File: src/core/cnsd_pkg.sv
/*
  Shared constants for the fieldbus coupler node switch decode block:
  register offsets and fields, switch codes, rate table, timing counts.
  Assumes a single 125 MHz clock and a synchronous active-high reset.
*/
package cnsd_pkg;

  // ---------------------------------------------------------------
  // Register offsets
  // ---------------------------------------------------------------
  localparam logic [7:0] ADDR_CONFIG = 8'h00; // Decoded switch state, RO
  localparam logic [7:0] ADDR_STATUS = 8'h04; // Sticky events, RO
  localparam logic [7:0] ADDR_CLEAR = 8'h08; // Write one to clear, WO
  localparam logic [7:0] ADDR_ENABLE = 8'h0C; // Interrupt enable, RW
  localparam logic [7:0] ADDR_ALARM_EN = 8'h10; // Alarm event enable, RW
  localparam logic [7:0] ADDR_PDO_CNT = 8'h14; // Object counts, RW
  localparam logic [7:0] ADDR_AUTO_RATE = 8'h18; // Scan result, RW

  // ---------------------------------------------------------------
  // Event bit positions (status, clear, enable, alarm enable)
  // ---------------------------------------------------------------
  localparam int EV_TX = 0; // Message sent
  localparam int EV_RX = 1; // Message received
  localparam int EV_EXT = 2; // Extended frame rejected
  localparam int EV_CFG = 3; // Invalid switch setting
  localparam int EV_PDO = 4; // Object count request clipped
  localparam int EV_ALARM = 5; // External alarm-capable event
  localparam int EV_W = 6;

  // ---------------------------------------------------------------
  // Switch codes and limits
  // ---------------------------------------------------------------
  localparam logic [3:0] RATE_CODE_MAX = 4'h8; // Last fixed rate code
  localparam logic [3:0] RATE_CODE_AUTO = 4'h9; // Automatic scan
  localparam logic [3:0] RATE_CODE_DEF = 4'h1; // Factory default
  localparam logic [7:0] NODE_MAX = 8'h7F; // Highest valid node
  localparam logic [7:0] NODE_DEF = 8'h20; // Factory default node
  localparam logic [7:0] NODE_MAP_MAX = 8'h2A; // Full default mapping
  localparam logic [3:0] RX_PDO_MAX = 4'h5;
  localparam logic [3:0] TX_PDO_MAX = 4'hA;
  localparam logic [3:0] RTR_PDO_MAX = 4'h5;

  // ---------------------------------------------------------------
  // Rate table in kbit/s, index is the switch code
  // ---------------------------------------------------------------
  localparam logic [10:0] RATE_KBPS [0:8] = '{
    11'd10, 11'd20, 11'd50, 11'd100, 11'd125,
    11'd250, 11'd500, 11'd800, 11'd1000
  };

  // ---------------------------------------------------------------
  // Timing
  // ---------------------------------------------------------------
  localparam int CLK_MHZ = 125;
  localparam int LED_PULSE_MS = 50; // Indicator on-time
  localparam int LED_PULSE_CYC = LED_PULSE_MS * CLK_MHZ * 1000;
  localparam int SYNC_SETTLE_CYC = 3; // Sync chain fill before sampling

  // Loader states, Gray coded along the path
  typedef enum logic [1:0] {
    ST_SETTLE = 2'b00,
    ST_SAMPLE = 2'b01,
    ST_HOLD = 2'b11
  } cnsd_state_type;

endpackage

File: src/core/cnsd_top.sv
/*
  Node switch decode for a fieldbus coupler: samples the rate and node
  switch banks once after reset, decodes them, bounds process-data
  object counts, filters frame format, drives activity indicators and
  the alarm relay, and offers a small register port with interrupt.
  Assumes switch pins are asynchronous and static while powered; the
  protocol engine delivers one-cycle frame strobes on this clock.
*/
// Decided for this implementation: the register addresses and strobed register access.
`timescale 1ns/100ps
`default_nettype none
module cnsd_top #(
  parameter int LED_CYCLES = cnsd_pkg::LED_PULSE_CYC
) (
  input wire logic clock,
  input wire logic sys_rst,
  // Switch banks
  input wire logic [3:0] rate_switch,
  input wire logic [7:0] node_switch,
  // Protocol engine strobes
  input wire logic frame_sent,
  input wire logic frame_received,
  input wire logic frame_extended,
  input wire logic alarm_event,
  // Decoded configuration to the protocol engine
  output logic [3:0] rate_code,
  output logic [10:0] rate_kbps,
  output logic rate_auto,
  output logic rate_valid,
  output logic [6:0] node_id,
  output logic node_valid,
  output logic config_ready,
  output logic frame_accept,
  output logic [3:0] rx_pdo_count,
  output logic [3:0] tx_pdo_count,
  output logic [3:0] rtr_pdo_count,
  // Indicators and relay
  output logic led_tx,
  output logic led_rx,
  output logic led_alarm,
  output logic alarm_relay,
  // Register port
  input wire logic [7:0] reg_addr,
  input wire logic [31:0] reg_wdata,
  input wire logic reg_write,
  input wire logic reg_read,
  output logic [31:0] reg_rdata,
  output logic irq
);
  // ---------------------------------------------------------------
  // Switch synchronisers
  // ---------------------------------------------------------------
  logic [11:0] sw_meta; // First stage, read only by sw_sync
  logic [11:0] sw_sync; // Second stage, safe to use

  // Two flops before any logic looks at the switch pins
  always_ff @(posedge clock)
  begin
    sw_meta <= {rate_switch, node_switch};
    sw_sync <= sw_meta;
  end

  // ---------------------------------------------------------------
  // Loader state machine
  // ---------------------------------------------------------------
  cnsd_pkg::cnsd_state_type state, next_state;
  logic [1:0] settle; // Sync chain fill counter
  logic [1:0] next_settle;
  logic [3:0] rate_q, next_rate_q;
  logic [7:0] node_q, next_node_q;

  // Bank value is plain binary, position 1 being bit 0
  function automatic logic is_rate_ok(input logic [3:0] c);
    is_rate_ok = (c <= cnsd_pkg::RATE_CODE_AUTO);
  endfunction

  // Settle, take one snapshot, then hold until the next reset
  always_comb
  begin
    next_state = state;
    next_settle = settle;
    next_rate_q = rate_q;
    next_node_q = node_q;
    case (state)
      cnsd_pkg::ST_SETTLE:
      begin
        next_settle = settle + 2'b01;
        if (settle == 2'(cnsd_pkg::SYNC_SETTLE_CYC - 1))
        begin
          next_state = cnsd_pkg::ST_SAMPLE;
        end
      end
      cnsd_pkg::ST_SAMPLE:
      begin
        next_rate_q = sw_sync[11:8];
        next_node_q = sw_sync[7:0];
        next_state = cnsd_pkg::ST_HOLD;
      end
      cnsd_pkg::ST_HOLD:
      begin
        next_state = cnsd_pkg::ST_HOLD; // Switch changes ignored
      end
      default:
      begin
        next_state = cnsd_pkg::ST_SETTLE;
      end
    endcase
  end

  always_ff @(posedge clock)
  begin
    if (sys_rst)
    begin
      state <= cnsd_pkg::ST_SETTLE;
      settle <= 2'b00;
      rate_q <= cnsd_pkg::RATE_CODE_DEF;
      node_q <= cnsd_pkg::NODE_DEF;
    end
    else
    begin
      state <= next_state;
      settle <= next_settle;
      rate_q <= next_rate_q;
      node_q <= next_node_q;
    end
  end

  // ---------------------------------------------------------------
  // Decode
  // ---------------------------------------------------------------
  assign config_ready = (state == cnsd_pkg::ST_HOLD);
  assign rate_code = rate_q;
  assign rate_auto = config_ready
    && (rate_q == cnsd_pkg::RATE_CODE_AUTO);
  assign rate_valid = config_ready && is_rate_ok(rate_q);
  // Fixed rate only for codes up to 8 (1000 kbit/s); auto and invalid show zero
  assign rate_kbps = (rate_q <= cnsd_pkg::RATE_CODE_MAX)
    ? cnsd_pkg::RATE_KBPS[rate_q] : 11'h000;
  // Zero and anything above 127 are refused
  assign node_valid = config_ready && (node_q != 8'h00)
    && (node_q <= cnsd_pkg::NODE_MAX);
  assign node_id = node_q[6:0];
  // Only base-format frames reach the object layer
  assign frame_accept = frame_received && !frame_extended;

  // ---------------------------------------------------------------
  // Registers: enables, alarm enables, object counts, scan result
  // ---------------------------------------------------------------
  logic [cnsd_pkg::EV_W-1:0] status, next_status;
  logic [cnsd_pkg::EV_W-1:0] irq_en, next_irq_en;
  logic [cnsd_pkg::EV_W-1:0] alarm_en, next_alarm_en;
  logic [3:0] rx_cnt, next_rx_cnt;
  logic [3:0] tx_cnt, next_tx_cnt;
  logic [3:0] rtr_cnt, next_rtr_cnt;
  logic [3:0] scan_code, next_scan_code;
  logic [31:0] next_rdata;
  logic [cnsd_pkg::EV_W-1:0] ev;
  logic clip;

  // Clamp a requested object count to its ceiling
  function automatic logic [3:0] clamp(input logic [3:0] v,
                                       input logic [3:0] lim);
    clamp = (v > lim) ? lim : v;
  endfunction

  assign clip = reg_write && (reg_addr == cnsd_pkg::ADDR_PDO_CNT)
    && ((reg_wdata[3:0] > cnsd_pkg::RX_PDO_MAX)
     || (reg_wdata[7:4] > cnsd_pkg::TX_PDO_MAX)
     || (reg_wdata[11:8] > cnsd_pkg::RTR_PDO_MAX)
     || (reg_wdata[11:8] > reg_wdata[7:4]));

  // Event vector feeding the sticky status
  always_comb
  begin
    ev = '0;
    ev[cnsd_pkg::EV_TX] = frame_sent;
    ev[cnsd_pkg::EV_RX] = frame_accept;
    ev[cnsd_pkg::EV_EXT] = frame_received && frame_extended;
    ev[cnsd_pkg::EV_CFG] = (state == cnsd_pkg::ST_SAMPLE)
      && (!is_rate_ok(sw_sync[11:8]) || sw_sync[7:0] == 8'h00
      || sw_sync[7:0] > cnsd_pkg::NODE_MAX);
    ev[cnsd_pkg::EV_PDO] = clip;
    ev[cnsd_pkg::EV_ALARM] = alarm_event;
  end

  // Register writes and read mux; set beats clear in the same cycle
  always_comb
  begin
    next_status = status;
    next_irq_en = irq_en;
    next_alarm_en = alarm_en;
    next_rx_cnt = rx_cnt;
    next_tx_cnt = tx_cnt;
    next_rtr_cnt = rtr_cnt;
    next_scan_code = scan_code;
    next_rdata = 32'h0000_0000;
    if (reg_write)
    begin
      case (reg_addr)
        cnsd_pkg::ADDR_CLEAR:
          next_status = status & ~reg_wdata[cnsd_pkg::EV_W-1:0];
        cnsd_pkg::ADDR_ENABLE:
          next_irq_en = reg_wdata[cnsd_pkg::EV_W-1:0];
        cnsd_pkg::ADDR_ALARM_EN:
          next_alarm_en = reg_wdata[cnsd_pkg::EV_W-1:0];
        cnsd_pkg::ADDR_PDO_CNT:
        begin
          // Ceilings hold whatever software asks for
          next_rx_cnt = clamp(reg_wdata[3:0], cnsd_pkg::RX_PDO_MAX);
          next_tx_cnt = clamp(reg_wdata[7:4], cnsd_pkg::TX_PDO_MAX);
          next_rtr_cnt = clamp(clamp(reg_wdata[11:8],
            cnsd_pkg::RTR_PDO_MAX), clamp(reg_wdata[7:4],
            cnsd_pkg::TX_PDO_MAX));
        end
        cnsd_pkg::ADDR_AUTO_RATE:
        begin
          // Scan result only accepted in auto mode and for a real rate
          if (rate_auto && reg_wdata[3:0] <= cnsd_pkg::RATE_CODE_MAX)
          begin
            next_scan_code = reg_wdata[3:0];
          end
        end
        default:
        begin
          next_status = status; // Unmapped or read-only: ignored
        end
      endcase
    end
    next_status = next_status | ev;
    if (reg_read)
    begin
      case (reg_addr)
        cnsd_pkg::ADDR_CONFIG:
          next_rdata = {5'h00, rate_auto, rate_valid, node_valid,
            config_ready, rate_kbps[6:0], 4'h0, rate_q, node_q};
        cnsd_pkg::ADDR_STATUS:
          next_rdata = 32'(status);
        cnsd_pkg::ADDR_ENABLE:
          next_rdata = 32'(irq_en);
        cnsd_pkg::ADDR_ALARM_EN:
          next_rdata = 32'(alarm_en);
        cnsd_pkg::ADDR_PDO_CNT:
          next_rdata = {20'h0_0000, rtr_cnt, tx_cnt, rx_cnt};
        cnsd_pkg::ADDR_AUTO_RATE:
          next_rdata = {17'h0_0000, rate_kbps, scan_code};
        default:
          next_rdata = 32'h0000_0000;
      endcase
    end
  end

  always_ff @(posedge clock)
  begin
    if (sys_rst)
    begin
      status <= '0;
      irq_en <= '0;
      alarm_en <= '0;
      rx_cnt <= cnsd_pkg::RX_PDO_MAX;
      tx_cnt <= cnsd_pkg::TX_PDO_MAX;
      rtr_cnt <= cnsd_pkg::RTR_PDO_MAX;
      scan_code <= 4'h0;
      reg_rdata <= 32'h0000_0000;
    end
    else
    begin
      status <= next_status;
      irq_en <= next_irq_en;
      alarm_en <= next_alarm_en;
      rx_cnt <= next_rx_cnt;
      tx_cnt <= next_tx_cnt;
      rtr_cnt <= next_rtr_cnt;
      scan_code <= next_scan_code;
      reg_rdata <= next_rdata;
    end
  end

  assign rx_pdo_count = rx_cnt;
  assign tx_pdo_count = tx_cnt;
  assign rtr_pdo_count = rtr_cnt;
  assign irq = |(status & irq_en);
  // Relay follows any enabled pending event; the indicator mirrors it
  assign alarm_relay = |(status & alarm_en);
  assign led_alarm = alarm_relay;

  // ---------------------------------------------------------------
  // Activity indicators
  // ---------------------------------------------------------------
  cnsd_pulse #(.CYCLES(LED_CYCLES)) u_led_tx (
    .clock(clock),
    .sys_rst(sys_rst),
    .trig(frame_sent),
    .led(led_tx)
  );
  cnsd_pulse #(.CYCLES(LED_CYCLES)) u_led_rx (
    .clock(clock),
    .sys_rst(sys_rst),
    .trig(frame_received),
    .led(led_rx)
  );
endmodule
`default_nettype wire

File: src/core/cnsd_pulse.sv
/*
  Indicator pulse stretcher: a one-cycle trigger lights the output for
  a fixed count of cycles; a retrigger restarts the count.
  Assumes triggers come from the same clock domain.
*/
`timescale 1ns/100ps
`default_nettype none
module cnsd_pulse #(
  parameter int CYCLES = 6250000
) (
  input wire logic clock,
  input wire logic sys_rst,
  input wire logic trig,
  output logic led
);
  // ---------------------------------------------------------------
  // Counter
  // ---------------------------------------------------------------
  logic [31:0] count; // Remaining on-time
  logic [31:0] next_count;

  // Load on trigger, count down otherwise
  always_comb
  begin
    next_count = count;
    if (trig)
    begin
      next_count = 32'(CYCLES);
    end
    else if (count != 32'h0000_0000)
    begin
      next_count = count - 32'h0000_0001;
    end
  end

  always_ff @(posedge clock)
  begin
    if (sys_rst)
    begin
      count <= 32'h0000_0000;
    end
    else
    begin
      count <= next_count;
    end
  end

  assign led = (count != 32'h0000_0000); // Lit while counting
endmodule
`default_nettype wire

File: config.mk
export PLATFORM = sky130hd
export DESIGN_NAME = cnsd_top
export DESIGN_NICKNAME = d
export VERILOG_FILES = /design/src/core/cnsd_pkg.sv /design/src/core/cnsd_top.sv /design/src/core/cnsd_pulse.sv
export SDC_FILE = /design/constraint.sdc
export NUM_CORES = 1
export LEC_CHECK = 0
export ABC_AREA = 1
export BUFFER_PORTS_ARGS = -buffer_cell sky130_fd_sc_hd__buf_2
export CAP_MARGIN = 15
export CORE_ASPECT_RATIO = 1.75
export CORE_MARGIN = 1
export CORE_UTILIZATION = 57
export DETAILED_ROUTE_END_ITERATION = 10
export PLACE_DENSITY = 0.84
export SYNTH_ARGS = -nofsm -noshare
export SYNTH_HDL_FRONTEND = slang
export SYNTH_SLANG_ARGS = --single-unit
File: constraint.sdc
create_clock -name clock -period 1.7 [get_ports clock]
set_input_delay 0.085 -clock clock [delete_from_list [all_inputs] [get_ports clock]]
set_output_delay 0.085 -clock clock [all_outputs]
set_load 0.02 [all_outputs]
## Word level (Yosys, flattened, before mapping)

Memories as Yosys holds them, arrays and structs flattened.
Cells that the tools add are included.

| storage, ports and cells | value |
|---|---|
| word-level logic and storage cells | 103 |
| latch bits | 0 |
| output and inout bits | 76 |
| memories | 1 |
| register bits after elaboration | 170 |
| memory bits (writable) | 0 |
| ROM bits | 176 |

| cells by class | value |
|---|---|
| equal/unequal tests | 11 |
| muxes and demuxes | 16 |
| divide/modulo/power cells | 0 |
| reductions and logical operators | 35 |
| bitwise gates (word level) | 7 |
| $add $sub $neg | 3 |
| shift-type cells | 0 |
| multiply operators | 0 |
| order comparisons | 12 |

Memories:

| memory | depth | width | read ports | clocked after memory_dff | wr ports | RTL line | RTL |
|---|---|---|---|---|---|---|---|
| (name not given) | 16 | 11 | 1 | 0 | 0 | cnsd_top.sv:138 | `? cnsd_pkg::RATE_KBPS[rate_q] : 11'h000;` |

Operator list:

| operator | count |
|---|---|
| 27-bit one-hot mux with 6 select lines | 1 |
| 23-bit 2-to-1 mux | 4 |
| 32-bit nonzero test | 2 |
| 32-bit by 1-bit subtractor with 32-bit output (second input constant) | 2 |
| 11-bit 2-to-1 mux | 3 |
| 8-bit by 5-bit == test with 1-bit output (second input constant) | 3 |
| 6-bit AND | 3 |
| 8-bit by 4-bit == test with 1-bit output (second input constant) | 2 |
| 4-bit <= comparator (second input constant) | 4 |
| 8-bit zero test | 2 |
| 4-bit 2-to-1 mux | 4 |
| 6-bit 2-to-1 mux | 2 |
| 6-bit OR reduction | 2 |
| 1-bit logical AND | 10 |
| 8-bit by 3-bit == test with 1-bit output (second input constant) | 1 |
| 4-bit by 3-bit greater-than comparator with 1-bit output (second input constant) | 2 |
| 4-bit greater-than comparator | 2 |
| 8-bit by 7-bit greater-than comparator with 1-bit output (second input constant) | 1 |
| 8-bit by 7-bit <= comparator with 1-bit output (second input constant) | 1 |
| 8-bit nonzero test | 1 |
| 2-bit OR reduction | 4 |
| 6-bit NOT | 1 |
| 6-bit bitwise OR | 1 |
| 2-bit AND reduction | 3 |
| 16 further kinds | 23 |

## Depth between registers and ports, before layout

| logic depth | value |
|---|---|
| word-level depth | 6 |
| depth in mapped cells | 14 |
| gate-level depth less buffers | 14 |

## Hierarchy

Synthesis repeated with hierarchy kept, for this count alone.

| second synthesis, totals | value |
|---|---|
| cell total of the unflattened synthesis | 1256 |
| area, all modules | 8579.5 sq um |

Modules (own cells, without submodules):

| module | cells each | area an instance (sq um) | times used | sequential area each (sq um) |
|---|---|---|---|---|
| cnsd_top | 600 | 4408.0 | 1 | 1981.9 |
| cnsd_pulse | 328 | 2085.8 | 2 | 640.6 |

## Least setup slack after synthesis

Ideal clock, no wire load.

| timing path | value |
|---|---|
| path type | register to register |
| start point | reg rate_q[0] (netlist: rate_code[0]) |
| end point | reg reg_rdata[11] |
| period minus slack after synthesis | 1.813 ns |
| buffers on the path | 0 |
| path slack | -0.113 ns |
| library setup time | 0.065 ns |
| required time | 1.635 ns |
| data arrival time | 1.749 ns |
| stages on the path, launching flop included | 9 |
| cell sequence | dfxtp_1 inv_1 ha_1 inv_1 o21ai_0 nand2_1 nand2_1 a21oi_1 nor2_1 |

| on the way | value |
|---|---|
| word-level cells in the longest chain between the ends | 6 |
| elaborated cells between the ends (all ways) | 7 |
| those cells by class | order compare: 1; mux: 4; bitwise: 1; memory: 1 |

RTL lines:

| what | RTL line | RTL |
|---|---|---|
| start, declared | cnsd_top.sv:69 | `logic [3:0] rate_q, next_rate_q;` |
| start signal, assigned | cnsd_top.sv:116 | `rate_q <= cnsd_pkg::RATE_CODE_DEF;` |
| start signal, assigned | cnsd_top.sv:123 | `rate_q <= next_rate_q;` |
| 4-bit NOT with 5-bit output (implied by the code) | cnsd_top.sv:138 |  |
| memory read 16 x 11 bit | n/a |  |
| 11-bit 2-to-1 mux (implied by the code) (2 in a row) | cnsd_top.sv:138 |  |
| 11-bit 2-to-1 mux (*) | cnsd_top.sv:138 |  |
| via rate_kbps[7] | cnsd_top.sv:27 | `output logic [10:0] rate_kbps,` |
| 27-bit one-hot mux with 6 select lines (*) | cnsd_top.sv:232 | `case (reg_addr)` |
| end signal, assigned | cnsd_top.sv:274 | `reg_rdata <= next_rdata;` |
| end, declared | cnsd_top.sv:47 | `output logic [31:0] reg_rdata,` |

The timed path passes the listed nets; every way through them passes the cells marked *. The select of a mux whose other input is x is not followed.
A chain may end at the register's enable or synchronous reset.

## Final worst setup path

| timing path | value |
|---|---|
| start point | reg rate_q[0] (netlist: rate_code[0]) |
| end point | out rate_kbps[6] |

| on the way | value |
|---|---|
| word-level cells in the longest chain between the ends | 5 |
| elaborated cells between the ends (all ways) | 6 |
| those cells by class | order compare: 1; mux: 3; bitwise: 1; memory: 1 |

RTL lines:

| what | RTL line |
|---|---|
| 4-bit NOT with 5-bit output (implied by the code) | cnsd_top.sv:138 |
| memory read 16 x 11 bit | n/a |
| 11-bit 2-to-1 mux (implied by the code) (2 in a row) | cnsd_top.sv:138 |
| 11-bit 2-to-1 mux (*) | cnsd_top.sv:138 |
| end, declared | cnsd_top.sv:27 |

Mark *: on every way between the ends. The rest lies on a longest branch, timed or not. The select of a mux whose other input is x is not followed.

==> flow_metrics.py <==
metrics = {
    "worst_setup_path": {
        "crit_path_start": "rate_code[0]",
        "critical_path.max_fanout": 3,
        "cp.required_ns": 1.62,
        "cp.arrival_ns": 1.65,
        "start_kind": "register",
        "worstSetupPathType": "register to primary output",
        "r2r_start": "u_led_tx.count[23]",
        "endpoint_kind": "primary output",
        "rrSetupSlack_ns": 0,
    },
    "clocking": {
        "tritoncts": "yes",
        "cts_root_buf": "clkbuf_16",
        "path_clk_slew_ns": 0.08,
        "cts.sinks": 163,
        "clkLatencyLatePin_ns": 0.44,
        "cts_buffers": 17,
        "ctsHtreeMaxLevel": 4,
        "clockBufferDepth": 2,
    },
    "timing": {
        "period_needed_ns": 1.74,
        "post-route-period-util_pct": 102,
        "worst_pin_slew_ns": 0.562,
        "fin_skew_ns": 0.0107,
        "layout_setup_ws_ns": -0.0397,
        "rsz0062_at_grt": "yes",
        "max_freq_ghz": 0.575,
        "finalSetupViolations": 6,
        "hold_slack_ns": 0.0228,
        "slew_violations": 0,
        "maxSlewHeadroom_pct": 62.6,
        "hold_viol": 0,
    },
    "power": {
        "max-vdd-ir-drop_mv": 0.798,
        "powerDensity_nw_per_um2": 1090,
        "p_leak_uw": 0.00514,
    },
    "synthesis": {
        "synth_edf_count": 0,
        "synth-simple-area-share_pct": 36.6,
        "synth_area_per_cell_um2": 6.65,
        "synthMuxAreaShare_pct": 0,
        "synth_top_family_by_area": "simple AND/OR/NAND/NOR gates",
        "ys_ff_latch": 163,
        "async_flop_share_pct": 0,
        "synth.top_cell.area_share_pct": 39.5,
        "synthXorXnorAreaFrac_pct": 1.70,
        "synth-compound-area-share_pct": 9.40,
        "synth.distinct_cells": 40,
        "synth_flop_cell": "dfxtp_1",
        "yosysTopAreaCell": "dfxtp_1",
        "syn_inst": 1240,
        "synthAdderAreaFrac_pct": 2.43,
        "yosys-top-cells-area": "dfxtp_1, nand2_1, nor2_1",
        "yosysWarnings": 0,
        "synth_area_um2": 8250,
        "ys_seq_area_share_pct": 39.5,
    },
    "die": {
        "coreArea_um2": 14000,
        "die-area_um2": 15000,
        "core.rowCount": 57,
        "die_w_um": 93.0,
        "die_h_um": 161,
        "io-pin-count": 136,
        "start_util_pct": 59.0,
    },
    "finish": {
        "layout_common_cells": "nand2_1, nor2_1, dfxtp_1, inv_1, buf_2",
        "final_common_cell": "nand2_1",
        "areaGrowthSynthToFinish_pct": 28.5,
        "antenna_cells": 0,
        "final_area_um2": 10600,
        "fin_nets": 1503,
        "drive_gt1_share_pct": 26.7,
    },
    "placed_design": {
        "gp_congestion": 1.03,
        "placedInstanceArea_um2": 9110,
        "hpwl_um": 19700,
        "numPortBuffers": 107,
    },
    "detailed_routing": {
        "wl_per_cell_um": 17.8,
        "drt-initial-drc-count": 789,
        "first_pass_iters": 8,
        "vias_per_cell": 5.68,
        "drcViolationCount": 0,
        "vias": 9188,
        "detail-route-antenna-nets": 0,
        "drt_wl_total_um": 28800,
    },
    "run": {
        "cap_violations": 0,
    },
    "run_status": {
        "violations": "negative setup slack",
        "status": "finished with violations",
    },
    "worst_hold_path": {
        "hold_class": "primary input to register",
        "hold_start": "reg_wdata[2]",
    },
    "global_route": {
        "antenna_found_initial": 0,
        "grt_remaining_overflow": 0,
        "grt_pass1_wl_um": 43100,
        "grtUsageTotal_pct": 38.0,
        "grt_max_degree": 33,
        "grt_pass1_vias": 8944,
    },
}
stage by stage:
stage                     util, %  worst slack [ns]  cells  TNS, ns  total power [uW]
after CTS                    73.1           -0.0345   1608  -0.0354             11000
after global routing         75.8            -0.122   1617   -0.789             12000
after global placement       65.2            0.0166   1532        0              6770
after floorplan                 -            0.0321   1248        0              6070
final                        75.8           -0.0397   1617  -0.0859             11600
after detailed placement     65.2           -0.0559   1532   -0.122              6820
cell families (layout without fill, tap and decap cells):
family,count (synthesis),after routing
compound gates,146,146
buf+inv,193,385
simple gates,705,705
other cells,1,9
flops,163,163
fa+ha+maj,16,16
xor+xnor,16,16
final timing paths:
path              depth (start not counted)                  to
setup / recovery                          7        rate_kbps[6]
hold reg to reg                           0          sw_sync[1]
setup reg to reg                         14  u_led_tx.count[28]
hold / removal                            3        scan_code[2]
critical path, stage by stage (launching register included):
cell     delay, ns
dfxtp_4       0.37
buf_6         0.12
ha_4          0.16
nand2_2       0.08
nand2_2       0.09
o21a_1        0.22
inv_2         0.07
buf_6         0.11
cell type report:
| cell class | count | area [um2] |
|---|---|---|
| fillers | 995 | 3380 |
| clock buffers | 17 | 425 |
| well taps | 177 | 221 |
| inverters | 149 | 572 |
| clock inverters | 15 | 154 |
| multi-input cells | 892 | 4520 |
| repair buffers | 204 | 1400 |
| flip-flops and latches | 163 | 3320 |
power breakdown:
group | internal, uW | switching (uW)
Clock | 1960 | 1840
Combinational | 1270 | 2090
Sequential | 4090 | 341
Total | 7320 | 4260
flip-flops by register name, summed over array words and instances, names as in the netlist:
register / flops
alarm_en: 6
irq_en: 6
node_q: 8
rate_code: 4
reg_rdata: 25
rtr_pdo_count: 4
rx_pdo_count: 4
scan_code: 4
settle: 2
state: 2
status: 6
sw_meta: 12
sw_sync: 12
tx_pdo_count: 4
u_led_rx.count: 32
u_led_tx.count: 32
layer usage:
layer  wire length (um)  vias to the layer above  global-route usage [%]
met4               2920                        0                    35.1
li1                   -                     4265                       -
met3               2220                      222                    11.7
met2              14900                      529                    68.0
met5                  0                        -                       0
met1               8690                     4172                    32.5
synth_stat cells, drive strengths merged, types with 6 or more instances:
master,n
buf,30
nor2,263
o21ai,68
inv,148
a211oi,6
clkbuf,14
nand4,14
nand2,325
xnor2,12
nor3,16
nand3,79
dfxtp,163
ha,16
a21oi,64
repair_timing:
action | 4_1_cts | 5_1_grt
buffers inserted | 29 | 9
hold buffers | 16 | 0
resized for setup | 60 | 106
endpoints found under the hold margin | 16 | 0
endpoints found under the setup margin | 14 | 48
pin swaps | 20 | 25
Note: power is estimated with default switching activity, not from simulation.
